## src/rtl/scd_pkg.sv

```systemverilog
// scd_pkg: register map, field layout, reset values and scaling for the clock delay registers
package scd_pkg;

    // ------------------------------------------------------------
    // register addresses on the control interface
    // ------------------------------------------------------------
    localparam int unsigned   ADDR_W            = 4;        // control address width
    localparam int unsigned   DATA_W            = 16;       // register width
    localparam logic [3:0]    ADDR_COARSE       = 4'hC;     // clock_delay_coarse_ctrl
    localparam logic [3:0]    ADDR_FINE_FILTER  = 4'hD;     // clock_delay_fine_filter_ctrl

    // ------------------------------------------------------------
    // reset values
    // ------------------------------------------------------------
    localparam logic [15:0]   RST_COARSE        = 16'h0004; // stabilizer on, no delay
    localparam logic [15:0]   RST_FINE_FILTER   = 16'h0000; // all off

    // ------------------------------------------------------------
    // coarse register fields
    // ------------------------------------------------------------
    localparam int unsigned   COARSE_CODE_MSB   = 15;       // coarse_delay_code top bit
    localparam int unsigned   COARSE_CODE_LSB   = 4;        // coarse_delay_code low bit
    localparam int unsigned   COARSE_CODE_W     = 12;       // coarse code width
    localparam int unsigned   ADJ_SEL_BIT       = 3;        // delay_adjust_select
    localparam int unsigned   DCS_BIT           = 2;        // duty_cycle_stabilizer_on

    // ------------------------------------------------------------
    // fine / filter register fields
    // ------------------------------------------------------------
    localparam int unsigned   FINE_CODE_MSB     = 15;       // fine_delay_code top bit
    localparam int unsigned   FINE_CODE_LSB     = 10;       // fine_delay_code low bit
    localparam int unsigned   FINE_CODE_W       = 6;        // fine code width
    localparam int unsigned   FILT_SEL_BIT      = 8;        // delay_and_filter_select
    localparam int unsigned   FILT_CODE_MSB     = 7;        // filter_freq_thermo_code top bit
    localparam int unsigned   FILT_CODE_W       = 8;        // thermometer width

    // ------------------------------------------------------------
    // delay scaling
    // ------------------------------------------------------------
    localparam logic [11:0]   COARSE_MAX_CODE   = 12'h97F;  // 2431, top valid code
    localparam logic [11:0]   COARSE_SAT_CODE   = 12'h980;  // 2432, saturation start
    localparam logic [9:0]    COARSE_STEP_FS    = 10'h154;  // 340 fs per coarse step
    localparam logic [5:0]    FINE_STEP_FS      = 6'h24;    // 36 fs per fine step
    localparam int unsigned   COARSE_FS_W       = 20;       // up to 826540 fs
    localparam int unsigned   FINE_FS_W         = 12;       // up to 2268 fs

endpackage : scd_pkg

```

## src/rtl/scd_delay_regs.sv

```systemverilog
// scd_delay_regs: sampling clock delay and filter control registers
`timescale 1ns/1ns
// What this block does
// - coarse code bits 15:4, 0 none, 2431 max
// - codes 2432 and up saturate at max
// - delay only active with either select bit
// - adjust select enables coarse and fine codes
// - stabilizer bit 2 resets one, zero disables
// - fine code bits 15:10, 36 fs steps
// - filter select enables delay and filter, overrides
// - filter frequency field is thermometer coded
// - each coarse step adds about 340 fs
module scd_delay_regs
    import scd_pkg::*;
#(
    parameter int unsigned STEP_CW = 4                  // filter step count width
) (
    input  wire logic                    clock,         // 25 MHz system clock
    input  wire logic                    rst_b,         // synchronous reset, active low
    input  wire logic [ADDR_W-1:0]       reg_addr,      // register address
    input  wire logic                    reg_wr_en,     // write strobe, one cycle
    input  wire logic [DATA_W-1:0]       reg_wdata,     // write data
    input  wire logic                    reg_rd_en,     // read strobe, one cycle
    output logic      [DATA_W-1:0]       reg_rdata,     // read data, held
    output logic                         reg_rd_valid,  // read data valid pulse
    output logic [COARSE_CODE_W-1:0]     coarse_delay_eff, // applied coarse code
    output logic [FINE_CODE_W-1:0]       fine_delay_eff,   // applied fine code
    output logic [COARSE_FS_W-1:0]       coarse_delay_fs,  // coarse delay in fs
    output logic [FINE_FS_W-1:0]         fine_delay_fs,    // fine delay in fs
    output logic                         adjust_active,    // delay path in use
    output logic                         lc_filter_en,     // jitter filter on
    output logic [FILT_CODE_W-1:0]       filter_freq_code, // filter thermometer code
    output logic [STEP_CW-1:0]           filter_steps,     // filter code ones count
    output logic                         filter_code_ok,   // clean thermometer code
    output logic                         duty_cycle_stabilizer_on // stabilizer enable
);

    // ------------------------------------------------------------
    // stored fields
    // ------------------------------------------------------------
    logic [COARSE_CODE_W-1:0] coarse_delay_code_ff;     // coarse code field
    logic                     delay_adjust_select_ff;   // plain adjust enable
    logic                     dcs_on_ff;                // stabilizer control
    logic [FINE_CODE_W-1:0]   fine_delay_code_ff;       // fine code field
    logic                     delay_and_filter_select_ff; // adjust plus filter enable
    logic [FILT_CODE_W-1:0]   filter_freq_thermo_code_ff; // filter frequency field

    // ------------------------------------------------------------
    // output flops
    // ------------------------------------------------------------
    logic [DATA_W-1:0]        rdata_ff;                 // read data
    logic                     rd_valid_ff;              // read valid
    logic [COARSE_CODE_W-1:0] coarse_eff_ff;            // applied coarse code
    logic [FINE_CODE_W-1:0]   fine_eff_ff;              // applied fine code
    logic [COARSE_FS_W-1:0]   coarse_fs_ff;             // coarse delay fs
    logic [FINE_FS_W-1:0]     fine_fs_ff;               // fine delay fs
    logic                     active_ff;                // delay path active
    logic                     filt_en_ff;               // filter enable
    logic [FILT_CODE_W-1:0]   filt_code_ff;             // filter code copy
    logic [STEP_CW-1:0]       filt_steps_ff;            // filter steps
    logic                     filt_ok_ff;               // filter code clean
    logic                     dcs_out_ff;               // stabilizer output

    // ------------------------------------------------------------
    // decode
    // ------------------------------------------------------------
    logic                     wr_coarse;                // write to coarse reg
    logic                     wr_fine;                  // write to fine reg
    logic                     nxt_active;               // either select set
    logic [COARSE_CODE_W-1:0] nxt_coarse_sat;           // saturated coarse code
    logic [COARSE_CODE_W-1:0] nxt_coarse_eff;           // gated coarse code
    logic [FINE_CODE_W-1:0]   nxt_fine_eff;             // gated fine code
    logic [DATA_W-1:0]        nxt_rdata;                // read mux
    logic [STEP_CW-1:0]       therm_steps;              // decoded steps
    logic                     therm_ok;                 // decoded validity

    assign wr_coarse = reg_wr_en && (reg_addr == ADDR_COARSE);
    assign wr_fine   = reg_wr_en && (reg_addr == ADDR_FINE_FILTER);

    // ------------------------------------------------------------
    // coarse register storage
    // ------------------------------------------------------------
    // reserved bits 1:0 are not stored; host keeps them zero
    always_ff @(posedge clock) begin
        if (!rst_b) begin
            coarse_delay_code_ff   <= RST_COARSE[COARSE_CODE_MSB:COARSE_CODE_LSB];
            delay_adjust_select_ff <= RST_COARSE[ADJ_SEL_BIT];
            dcs_on_ff              <= RST_COARSE[DCS_BIT];
        end else if (wr_coarse) begin
            coarse_delay_code_ff   <= reg_wdata[COARSE_CODE_MSB:COARSE_CODE_LSB];
            delay_adjust_select_ff <= reg_wdata[ADJ_SEL_BIT];
            dcs_on_ff              <= reg_wdata[DCS_BIT];
        end
    end

    // ------------------------------------------------------------
    // fine and filter register storage
    // ------------------------------------------------------------
    // reserved bit 9 is not stored; host keeps it zero
    always_ff @(posedge clock) begin
        if (!rst_b) begin
            fine_delay_code_ff         <= RST_FINE_FILTER[FINE_CODE_MSB:FINE_CODE_LSB];
            delay_and_filter_select_ff <= RST_FINE_FILTER[FILT_SEL_BIT];
            filter_freq_thermo_code_ff <= RST_FINE_FILTER[FILT_CODE_MSB:0];
        end else if (wr_fine) begin
            fine_delay_code_ff         <= reg_wdata[FINE_CODE_MSB:FINE_CODE_LSB];
            delay_and_filter_select_ff <= reg_wdata[FILT_SEL_BIT];
            filter_freq_thermo_code_ff <= reg_wdata[FILT_CODE_MSB:0];
        end
    end

    // ------------------------------------------------------------
    // read path
    // ------------------------------------------------------------
    // read mux, reserved bits and unmapped addresses read zero
    always_comb begin
        nxt_rdata = '0;
        if (reg_addr == ADDR_COARSE) begin
            nxt_rdata[COARSE_CODE_MSB:COARSE_CODE_LSB] = coarse_delay_code_ff;
            nxt_rdata[ADJ_SEL_BIT]                     = delay_adjust_select_ff;
            nxt_rdata[DCS_BIT]                         = dcs_on_ff;
        end else if (reg_addr == ADDR_FINE_FILTER) begin
            nxt_rdata[FINE_CODE_MSB:FINE_CODE_LSB]     = fine_delay_code_ff;
            nxt_rdata[FILT_SEL_BIT]                    = delay_and_filter_select_ff;
            nxt_rdata[FILT_CODE_MSB:0]                 = filter_freq_thermo_code_ff;
        end
    end

    // read data held until the next read
    always_ff @(posedge clock) begin
        if (!rst_b) begin
            rdata_ff    <= '0;
            rd_valid_ff <= 1'b0;
        end else begin
            rd_valid_ff <= reg_rd_en;
            if (reg_rd_en) begin
                rdata_ff <= nxt_rdata;
            end
        end
    end

    // ------------------------------------------------------------
    // delay path selection
    // ------------------------------------------------------------
    // filter select stands for adjust select, so an or covers both
    always_comb begin
        nxt_active     = delay_adjust_select_ff || delay_and_filter_select_ff;
        nxt_coarse_sat = (coarse_delay_code_ff >= COARSE_SAT_CODE)
                         ? COARSE_MAX_CODE : coarse_delay_code_ff;
        nxt_coarse_eff = nxt_active ? nxt_coarse_sat : '0;
        nxt_fine_eff   = nxt_active ? fine_delay_code_ff : '0;
    end

    // applied codes and their delay in femtoseconds
    always_ff @(posedge clock) begin
        if (!rst_b) begin
            active_ff     <= 1'b0;
            coarse_eff_ff <= '0;
            fine_eff_ff   <= '0;
            coarse_fs_ff  <= '0;
            fine_fs_ff    <= '0;
        end else begin
            active_ff     <= nxt_active;
            coarse_eff_ff <= nxt_coarse_eff;
            fine_eff_ff   <= nxt_fine_eff;
            // operands widened first so the product cannot wrap at code width
            coarse_fs_ff  <= COARSE_FS_W'(coarse_eff_ff) * COARSE_FS_W'(COARSE_STEP_FS);
            fine_fs_ff    <= FINE_FS_W'(fine_eff_ff) * FINE_FS_W'(FINE_STEP_FS);
        end
    end

    // ------------------------------------------------------------
    // filter and stabilizer outputs
    // ------------------------------------------------------------
    scd_thermo_decode #(
        .W      (FILT_CODE_W),
        .CW     (STEP_CW)
    ) u_thermo (
        .code   (filter_freq_thermo_code_ff),
        .steps  (therm_steps),
        .valid  (therm_ok)
    );

    // more steps lower the filter centre frequency
    always_ff @(posedge clock) begin
        if (!rst_b) begin
            filt_en_ff    <= 1'b0;
            filt_code_ff  <= '0;
            filt_steps_ff <= '0;
            filt_ok_ff    <= 1'b1;
            dcs_out_ff    <= RST_COARSE[DCS_BIT];
        end else begin
            filt_en_ff    <= delay_and_filter_select_ff;
            filt_code_ff  <= filter_freq_thermo_code_ff;
            filt_steps_ff <= therm_steps;
            filt_ok_ff    <= therm_ok;
            dcs_out_ff    <= dcs_on_ff;
        end
    end

    // ------------------------------------------------------------
    // output drive
    // ------------------------------------------------------------
    assign reg_rdata                = rdata_ff;
    assign reg_rd_valid             = rd_valid_ff;
    assign coarse_delay_eff         = coarse_eff_ff;
    assign fine_delay_eff           = fine_eff_ff;
    assign coarse_delay_fs          = coarse_fs_ff;
    assign fine_delay_fs            = fine_fs_ff;
    assign adjust_active            = active_ff;
    assign lc_filter_en             = filt_en_ff;
    assign filter_freq_code         = filt_code_ff;
    assign filter_steps             = filt_steps_ff;
    assign filter_code_ok           = filt_ok_ff;
    assign duty_cycle_stabilizer_on = dcs_out_ff;

    // ------------------------------------------------------------
    // checks
    // ------------------------------------------------------------
    a_coarse_saturate: assert property (@(posedge clock) disable iff (!rst_b)
        (nxt_active && coarse_delay_code_ff >= COARSE_SAT_CODE)
        |=> coarse_eff_ff == COARSE_MAX_CODE)
        else $error("coarse code above limit not saturated");

    a_coarse_pass: assert property (@(posedge clock) disable iff (!rst_b)
        (delay_adjust_select_ff && coarse_delay_code_ff < COARSE_SAT_CODE)
        |=> coarse_eff_ff == $past(coarse_delay_code_ff)
            && fine_eff_ff == $past(fine_delay_code_ff))
        else $error("adjust select did not apply codes");

    a_delay_idle: assert property (@(posedge clock) disable iff (!rst_b)
        (!delay_adjust_select_ff && !delay_and_filter_select_ff)
        |=> !active_ff && coarse_eff_ff == '0 ##1 coarse_fs_ff == '0)
        else $error("delay applied without a select bit");

    a_filter_override: assert property (@(posedge clock) disable iff (!rst_b)
        delay_and_filter_select_ff |=> active_ff && filt_en_ff)
        else $error("filter select did not enable delay and filter");

    a_coarse_scale: assert property (@(posedge clock) disable iff (!rst_b)
        coarse_eff_ff == COARSE_MAX_CODE |=> coarse_fs_ff == 20'hC9CAC)
        else $error("coarse step scaling wrong");

    a_fine_scale: assert property (@(posedge clock) disable iff (!rst_b)
        fine_eff_ff == 6'h3F |=> fine_fs_ff == 12'h8DC)
        else $error("fine step scaling wrong");

    a_thermo_mid: assert property (@(posedge clock) disable iff (!rst_b)
        filter_freq_thermo_code_ff == 8'h0F |=> filt_steps_ff == 4'h4 && filt_ok_ff)
        else $error("mid filter code not decoded");

    a_dcs_reset: assert property (@(posedge clock) disable iff (!rst_b)
        $rose(rst_b) |-> dcs_on_ff && dcs_out_ff)
        else $error("stabilizer not on after reset");

    a_dcs_clear: assert property (@(posedge clock) disable iff (!rst_b)
        (wr_coarse && !reg_wdata[DCS_BIT]) |=> !dcs_on_ff ##1 !dcs_out_ff)
        else $error("stabilizer not turned off by write");

    a_field_hold: assert property (@(posedge clock) disable iff (!rst_b)
        !reg_wr_en |=> $stable(coarse_delay_code_ff) && $stable(fine_delay_code_ff)
            && $stable(filter_freq_thermo_code_ff) && $stable(dcs_on_ff))
        else $error("field changed without a write");

endmodule : scd_delay_regs

```

## src/rtl/scd_thermo_decode.sv

```systemverilog
// scd_thermo_decode: step count and validity check of a thermometer code
`timescale 1ns/1ns
module scd_thermo_decode #(
    parameter int unsigned W  = 8,                  // thermometer width
    parameter int unsigned CW = $clog2(W + 1)       // count width
) (
    input  wire logic [W-1:0]  code,                // thermometer code
    output logic      [CW-1:0] steps,               // number of ones
    output logic               valid                // ones contiguous from bit 0
);

    // ------------------------------------------------------------
    // count ones and check the code is a clean thermometer
    // ------------------------------------------------------------
    logic [W-1:0] code_inc;                         // code plus one

    // plus one of a clean code has no common bit with the code
    assign code_inc = W'(code + 1'b1);

    // count of set bits, one step each
    always_comb begin
        steps = '0;
        for (int i = 0; i < W; i++) begin
            if (code[i]) begin
                steps = CW'(steps + 1'b1);
            end
        end
        valid = ((code & code_inc) == '0);
    end

endmodule : scd_thermo_decode

```

## config.mk

```make
export PLATFORM = sky130hd
export DESIGN_NAME = scd_delay_regs
export DESIGN_NICKNAME = d
export VERILOG_FILES = /design/src/rtl/scd_pkg.sv /design/src/rtl/scd_delay_regs.sv /design/src/rtl/scd_thermo_decode.sv
export SDC_FILE = /design/constraint.sdc
export NUM_CORES = 1
export LEC_CHECK = 0
export ABC_CLOCK_PERIOD_IN_PS = 3710
export BUFFER_PORTS_ARGS = -buffer_cell sky130_fd_sc_hd__clkbuf_2
export CAP_MARGIN = 5
export CORE_MARGIN = 2
export CORE_UTILIZATION = 52
export CTS_BUF_LIST = sky130_fd_sc_hd__clkbuf_4 sky130_fd_sc_hd__clkbuf_8
export CTS_CLUSTER_SIZE = 20
export DETAILED_ROUTE_END_ITERATION = 8
export PLACE_DENSITY = 0.78
export SLEW_MARGIN = 15
export SYNTH_ARGS = -nofsm -noshare
export SYNTH_HDL_FRONTEND = slang
export SYNTH_SLANG_ARGS = --single-unit
```

## constraint.sdc

```tcl
create_clock -name clock -period 3.71 [get_ports clock]
set_input_delay 0.742 -clock clock [delete_from_list [all_inputs] [get_ports clock]]
set_output_delay 0.742 -clock clock [all_outputs]
set_load 0.01 [all_outputs]
```

Yosys cells after proc, flatten, opt, wreduce, memory -nomap -nowiden:

Index checks and enable logic that the tools add are counted.

* register bits after elaboration: 112
* input port bits: 24

* bitwise operators: 3
* magnitude comparators: 1
* multiplexer cells: 15
* equal/unequal tests: 2
* reduce and logical (&&, ||, !) cells: 6
* multipliers: 2
* add/sub/neg operators: 8

Operator list (count)
* $mux W4: 7
* $add A4 B1 Y4 const B: 6
* $mul A12 B7 Y18 const B: 1
* $ge A12 B12 Y1 const B: 1
* $mux W12: 1
* $mux W6: 2
* $mul A6 B4 Y10 const B: 1
* $mux W9: 1
* $add A8 B1 Y8 const B: 1
* $and A8 B8 Y8: 1
* $eq A4 B4 Y1 const B: 2
* $logic_not A8 Y1: 1
* $mux W7: 1
* $reduce_or A3 Y1: 1
* $add A1 B1 Y2 const B: 1
* $logic_and A1 B1 Y1: 2
* $mux W1: 2
* $mux W2: 1
* $not A1 Y1: 2
* $reduce_and A2 Y1: 1
* $logic_or A1 B1 Y1: 1

Logic depth before layout (Yosys ltp):

* depth after elaboration: 15
* mapped depth: 18
* mapped depth without buffers: 18

Modules after synthesis:

From an unflattened synthesis, not the netlist that was laid out.

* cell total of the unflattened synthesis: 627
* area total of the unflattened synthesis: 5915.7 um2

By module, submodules not included
* scd_delay_regs: cells an instance 526, area each 5139.9 um2, sequential area each 2162.1 um2, times used 1
* scd_thermo_decode: cells an instance 101, area each 775.7 um2, sequential area each 0.0 um2, times used 1

Worst setup path before layout:

OpenSTA, ideal clock, no wires.

* path kind: register to register
* start point: register filter_freq_thermo_code_ff[0]
* end point: register filt_steps_ff[3], in the netlist filter_steps[3]
* stages on the path, launching flop included: 19
* data arrival time: 3392 ps
* buffers on the path: 0
* data required time: 3594 ps
* setup time: 116 ps
* path slack: 202 ps
* cell sequence: dfxtp_1 > inv_1 > ha_1 > xnor2_2 > inv_2 > nand2_1 > xor2_1 > ha_1 > xor2_1 > mux2i_1 > o22ai_1 > o21ai_1 > ha_1 > nand2_1 > xor2_1 > xnor2_1 > o2111ai_1 > nor3_1 > and3b_1

* word-level cells in the longest chain between the ends: 15

Ends and longest elaborated chain
* start, declared: RTL line scd_delay_regs.sv:46 `logic [FILT_CODE_W-1:0] filter_freq_thermo_code_ff;`
* start signal, assigned: RTL line scd_delay_regs.sv:104 `filter_freq_thermo_code_ff <= RST_FINE_FILTER[FILT_CODE_MSB:0];`
* start signal, assigned: RTL line scd_delay_regs.sv:108 `filter_freq_thermo_code_ff <= reg_wdata[FILT_CODE_MSB:0];`
* $mux W1 (*): RTL line scd_thermo_decode.sv:24 `if (code[i]) begin`
* $add A1 B1 Y2: RTL line scd_thermo_decode.sv:25 `steps = CW'(steps + 1'b1);`
* $mux W4 (*): RTL line scd_thermo_decode.sv:24
* $add A4 B1 Y4: RTL line scd_thermo_decode.sv:25
* $mux W4 (*): RTL line scd_thermo_decode.sv:24
* $add A4 B1 Y4: RTL line scd_thermo_decode.sv:25
* $mux W4 (*): RTL line scd_thermo_decode.sv:24
* $add A4 B1 Y4: RTL line scd_thermo_decode.sv:25
* $mux W4 (*): RTL line scd_thermo_decode.sv:24
* $add A4 B1 Y4: RTL line scd_thermo_decode.sv:25
* $mux W4 (*): RTL line scd_thermo_decode.sv:24
* $add A4 B1 Y4: RTL line scd_thermo_decode.sv:25
* $mux W4 (*): RTL line scd_thermo_decode.sv:24
* $add A4 B1 Y4: RTL line scd_thermo_decode.sv:25
* $mux W4 (*): RTL line scd_thermo_decode.sv:24
* end signal, assigned: RTL line scd_delay_regs.sv:195 `filt_steps_ff <= therm_steps;`
* end, declared: RTL line scd_delay_regs.sv:60 `logic [STEP_CW-1:0] filt_steps_ff;`

Every way passes the cells marked *; elsewhere a longest branch is shown, timed or not.
A chain may end at the register's enable or synchronous reset.

Final worst setup path:

* start point: register coarse_eff_ff[1], in the netlist coarse_delay_eff[1]
* end point: register coarse_fs_ff[18], in the netlist coarse_delay_fs[18]

* word-level cells in the longest chain between the ends: 1

Ends and longest elaborated chain
* start, declared: RTL line scd_delay_regs.sv:53 `logic [COARSE_CODE_W-1:0] coarse_eff_ff;`
* start signal, assigned: RTL line scd_delay_regs.sv:164 `coarse_eff_ff <= nxt_coarse_eff;`
* $mul A12 B7 Y18: RTL line scd_delay_regs.sv:167 `coarse_fs_ff <= COARSE_FS_W'(coarse_eff_ff) * COARSE_FS_W'(COARSE_STEP_FS);`
* end signal, assigned: RTL line scd_delay_regs.sv:167
* end, declared: RTL line scd_delay_regs.sv:55 `logic [COARSE_FS_W-1:0] coarse_fs_ff;`

Every way passes these cells.

==> out/results.ini <==
[run_status]
status=finished, final reports clean

[logic_synthesis]
synth_edf_count=0
synthesis.area_mm2=0.00578
yosys-top-cells-area=dfxtp_1, ha_1, nand2_1
yosysWarnings=0
post-synth-top-count-cell=dfxtp_1
synth_common_cells=dfxtp_1, nand2_1, ha_1
synthDistinctLibCells=54
synth_top_area_frac=0.374
synth_area_leader_cell=dfxtp_1
synth_cells=619
ys_seq_area_frac=0.374
synth-main-ff-cell=dfxtp_1
ys_ff_latch=108
avgSynthCellArea_um2=9.33
ys_async_sr_fraction=0

[floorplan]
ios=107
die_area_mm2=0.0120
core.rowCount=38
dieWidth_um=109
coreArea_mm2=0.0108
initial_core_util=0.533
dieHeight_um=109

[min_path]
min_path_type=flop to flop

[worst_setup_path]
worstSetupEndpointType=flop
critical_path_class=flop to flop
crit_family=adder cells
cp.required_ps=4020
slowest_delay_ps=520
cp_common_cell=inv_1
crit_path_start_kind=flop
cp_max_fo=4
crit_slowest_cell=fa_1
path_buf_inv=5
cp_cell_sequence=ha_4 > inv_1 > fa_1 > inv_1 > ha_4 > inv_1 > fa_1 > inv_1 > ha_4 > o2111ai_2 > a311oi_2 > buf_4 > nand2_1 > a21oi_1 > mux2i_1
critPathArrivalTime_ps=3910

[route]
ant_nets=0
wl_mm=12.9
vias=4578
drtPass1Iterations=4
post-route-drc-count=0
viasPerCell=5.31
wl_per_cell_um=15.0
first_iter_violations=243

[cells_and_area]
fill_cells=922
nNetsFinal=815
multi_input_area_mm2=0.00341
area_growth_pct=16.8
stdcell_count=862
antenna_cells=0
layout-drive-gt1-share=0.216
regArea_mm2=0.00217

[job]
cap_violations=0

[power_and_ir_drop]
vdd_drop_max_mv=0.193
power.density_mw_per_mm2=290
p_leak_nw=3.35
power_mw=1.96

[global_routing]
grt.busiest_layer=met2
antenna_found_initial=0
grt_pass1_wl_mm=20.5
grt_usage=0.221
use_met3=0.0373
gr-usage-met2=0.370
grt_max_degree=64
gr-total-overflow=0
grt_pass1_vias=4331
use_met1=0.284

[sta]
drv_slew=0
worst_slack_ps=110
holdWs_ps=490
setup-violations-final=0
fmax_mhz=278
slew_headroom=0.465
fin_crit_ps=3600
worstMarginPinSlew_ps=802
tns_ps=0
hold_violations=0
skew_ps=25.0
fin_crit_sh=0.970

[clock_tree]
cts_hold_buffers=0
cts_tree=built
cts_sinks=108
clkTransAtPathRegs_ps=110
ctsRootBufferMaster=clkbuf_8
cts_max_level=3
cts_buffers=9
clk-insertion-delay-late_ps=400
clk_path_buf_depth=2

[place]
place_worst_setup_slack_ps=-99.6
place.gp.congestion=0.939
io_buffers=102
dpl.hpwl_mm=9.70
place_inst=844

## tightest hold or removal path, stage by stage, from the launching register on
cell and delay [ps]:
dfxtp_1 330, nand2b_1 60, a21boi_0 60
## registers in the layout (all words and copies together), names as in the netlist, 4 cells and up
signal	count
coarse_delay_fs	18
coarse_delay_eff	12
filter_freq_thermo_code_ff	8
fine_delay_eff	6
fine_delay_code_ff	6
fine_delay_fs	10
reg_rdata	16
filter_freq_code	8
coarse_delay_code_ff	12
filter_steps	4
## through the flow
step	utilization	area, µm²
CTS	0.613	6650
global route	0.622	6750
floorplan	-	5790
detailed placement	0.593	6430
global placement	0.593	6430
finish	0.622	6750
## cell usage in the layout, fill, tap and decap left out, types with 6 or more instances in the layout
| cell | Yosys | routed |
|---|---|---|
| nand2_1 | 96 | 96 |
| xor2_1 | 10 | 10 |
| ha_4 | 0 | 6 |
| fa_1 | 15 | 15 |
| xnor2_1 | 12 | 12 |
| o21ai_0 | 6 | 6 |
| ha_1 | 58 | 52 |
| a21boi_0 | 33 | 31 |
| buf_4 | 4 | 16 |
| o211a_1 | 14 | 14 |
| a22oi_1 | 13 | 13 |
| o21a_1 | 15 | 15 |
| a21oi_1 | 9 | 8 |
| nor2b_1 | 8 | 8 |
| and2_1 | 36 | 36 |
| a21o_1 | 7 | 7 |
| inv_1 | 50 | 50 |
| nor2_1 | 17 | 17 |
| nand3_1 | 8 | 8 |
| nand2b_1 | 10 | 10 |
| clkbuf_2 | 0 | 102 |
| dfxtp_1 | 108 | 106 |
| clkbuf_8 | 0 | 9 |
## metal layers
layer	up-vias	share of wire
met5	-	0
met4	0	0.018
met3	20	0.056
met2	138	0.50
met1	2162	0.43
li1	2258	-
## cell type report
| class | count | area share |
|---|---|---|
| clock inverter | 6 | 0.00705 |
| tap | 140 | 0.0260 |
| timing repair buffer | 118 | 0.0935 |
| sequential | 108 | 0.321 |
| inverter | 51 | 0.0284 |
| clock buffer | 9 | 0.0184 |
| multi-input combinational | 430 | 0.506 |
## timing repair
item	4_1_cts	5_1_grt
setup buffers	1	2
resized for setup	7	15
cloned	0	0
pin swaps	2	4
setup endpoints to repair	5	8
## logic make-up (layout without fill, tap and decap cells)
logic type,after synthesis,in the layout,share of synthesized area
other,1,4,0.000649
xor gates and xnor gates,26,26,0.0470
and+or+nand+nor,205,205,0.177
adders and majority gates,73,73,0.178
AOI/OAI and AO/OA,118,118,0.157
DFF,108,108,0.374
muxes,4,4,0.00910
buffers and inverters,84,184,0.0581
## report_power, final
part	internal (mW)	total, mW	switching (mW)
Combinational	0.0451	0.107	0.0615
Sequential	1.17	1.18	0.0113
Clock	0.247	0.668	0.421
## final timing paths
kind	from	end	slack, ps	cells after the start
worst min register to register	reg_rdata[1]	reg_rdata[1]	490	2
worst max register to register	coarse_delay_eff[1]	coarse_delay_fs[18]	110	15
worst min-delay path	reg_rdata[1]	reg_rdata[1]	490	2
worst max-delay path	coarse_delay_eff[1]	coarse_delay_fs[18]	110	15
(Power assumes the default switching activity.)
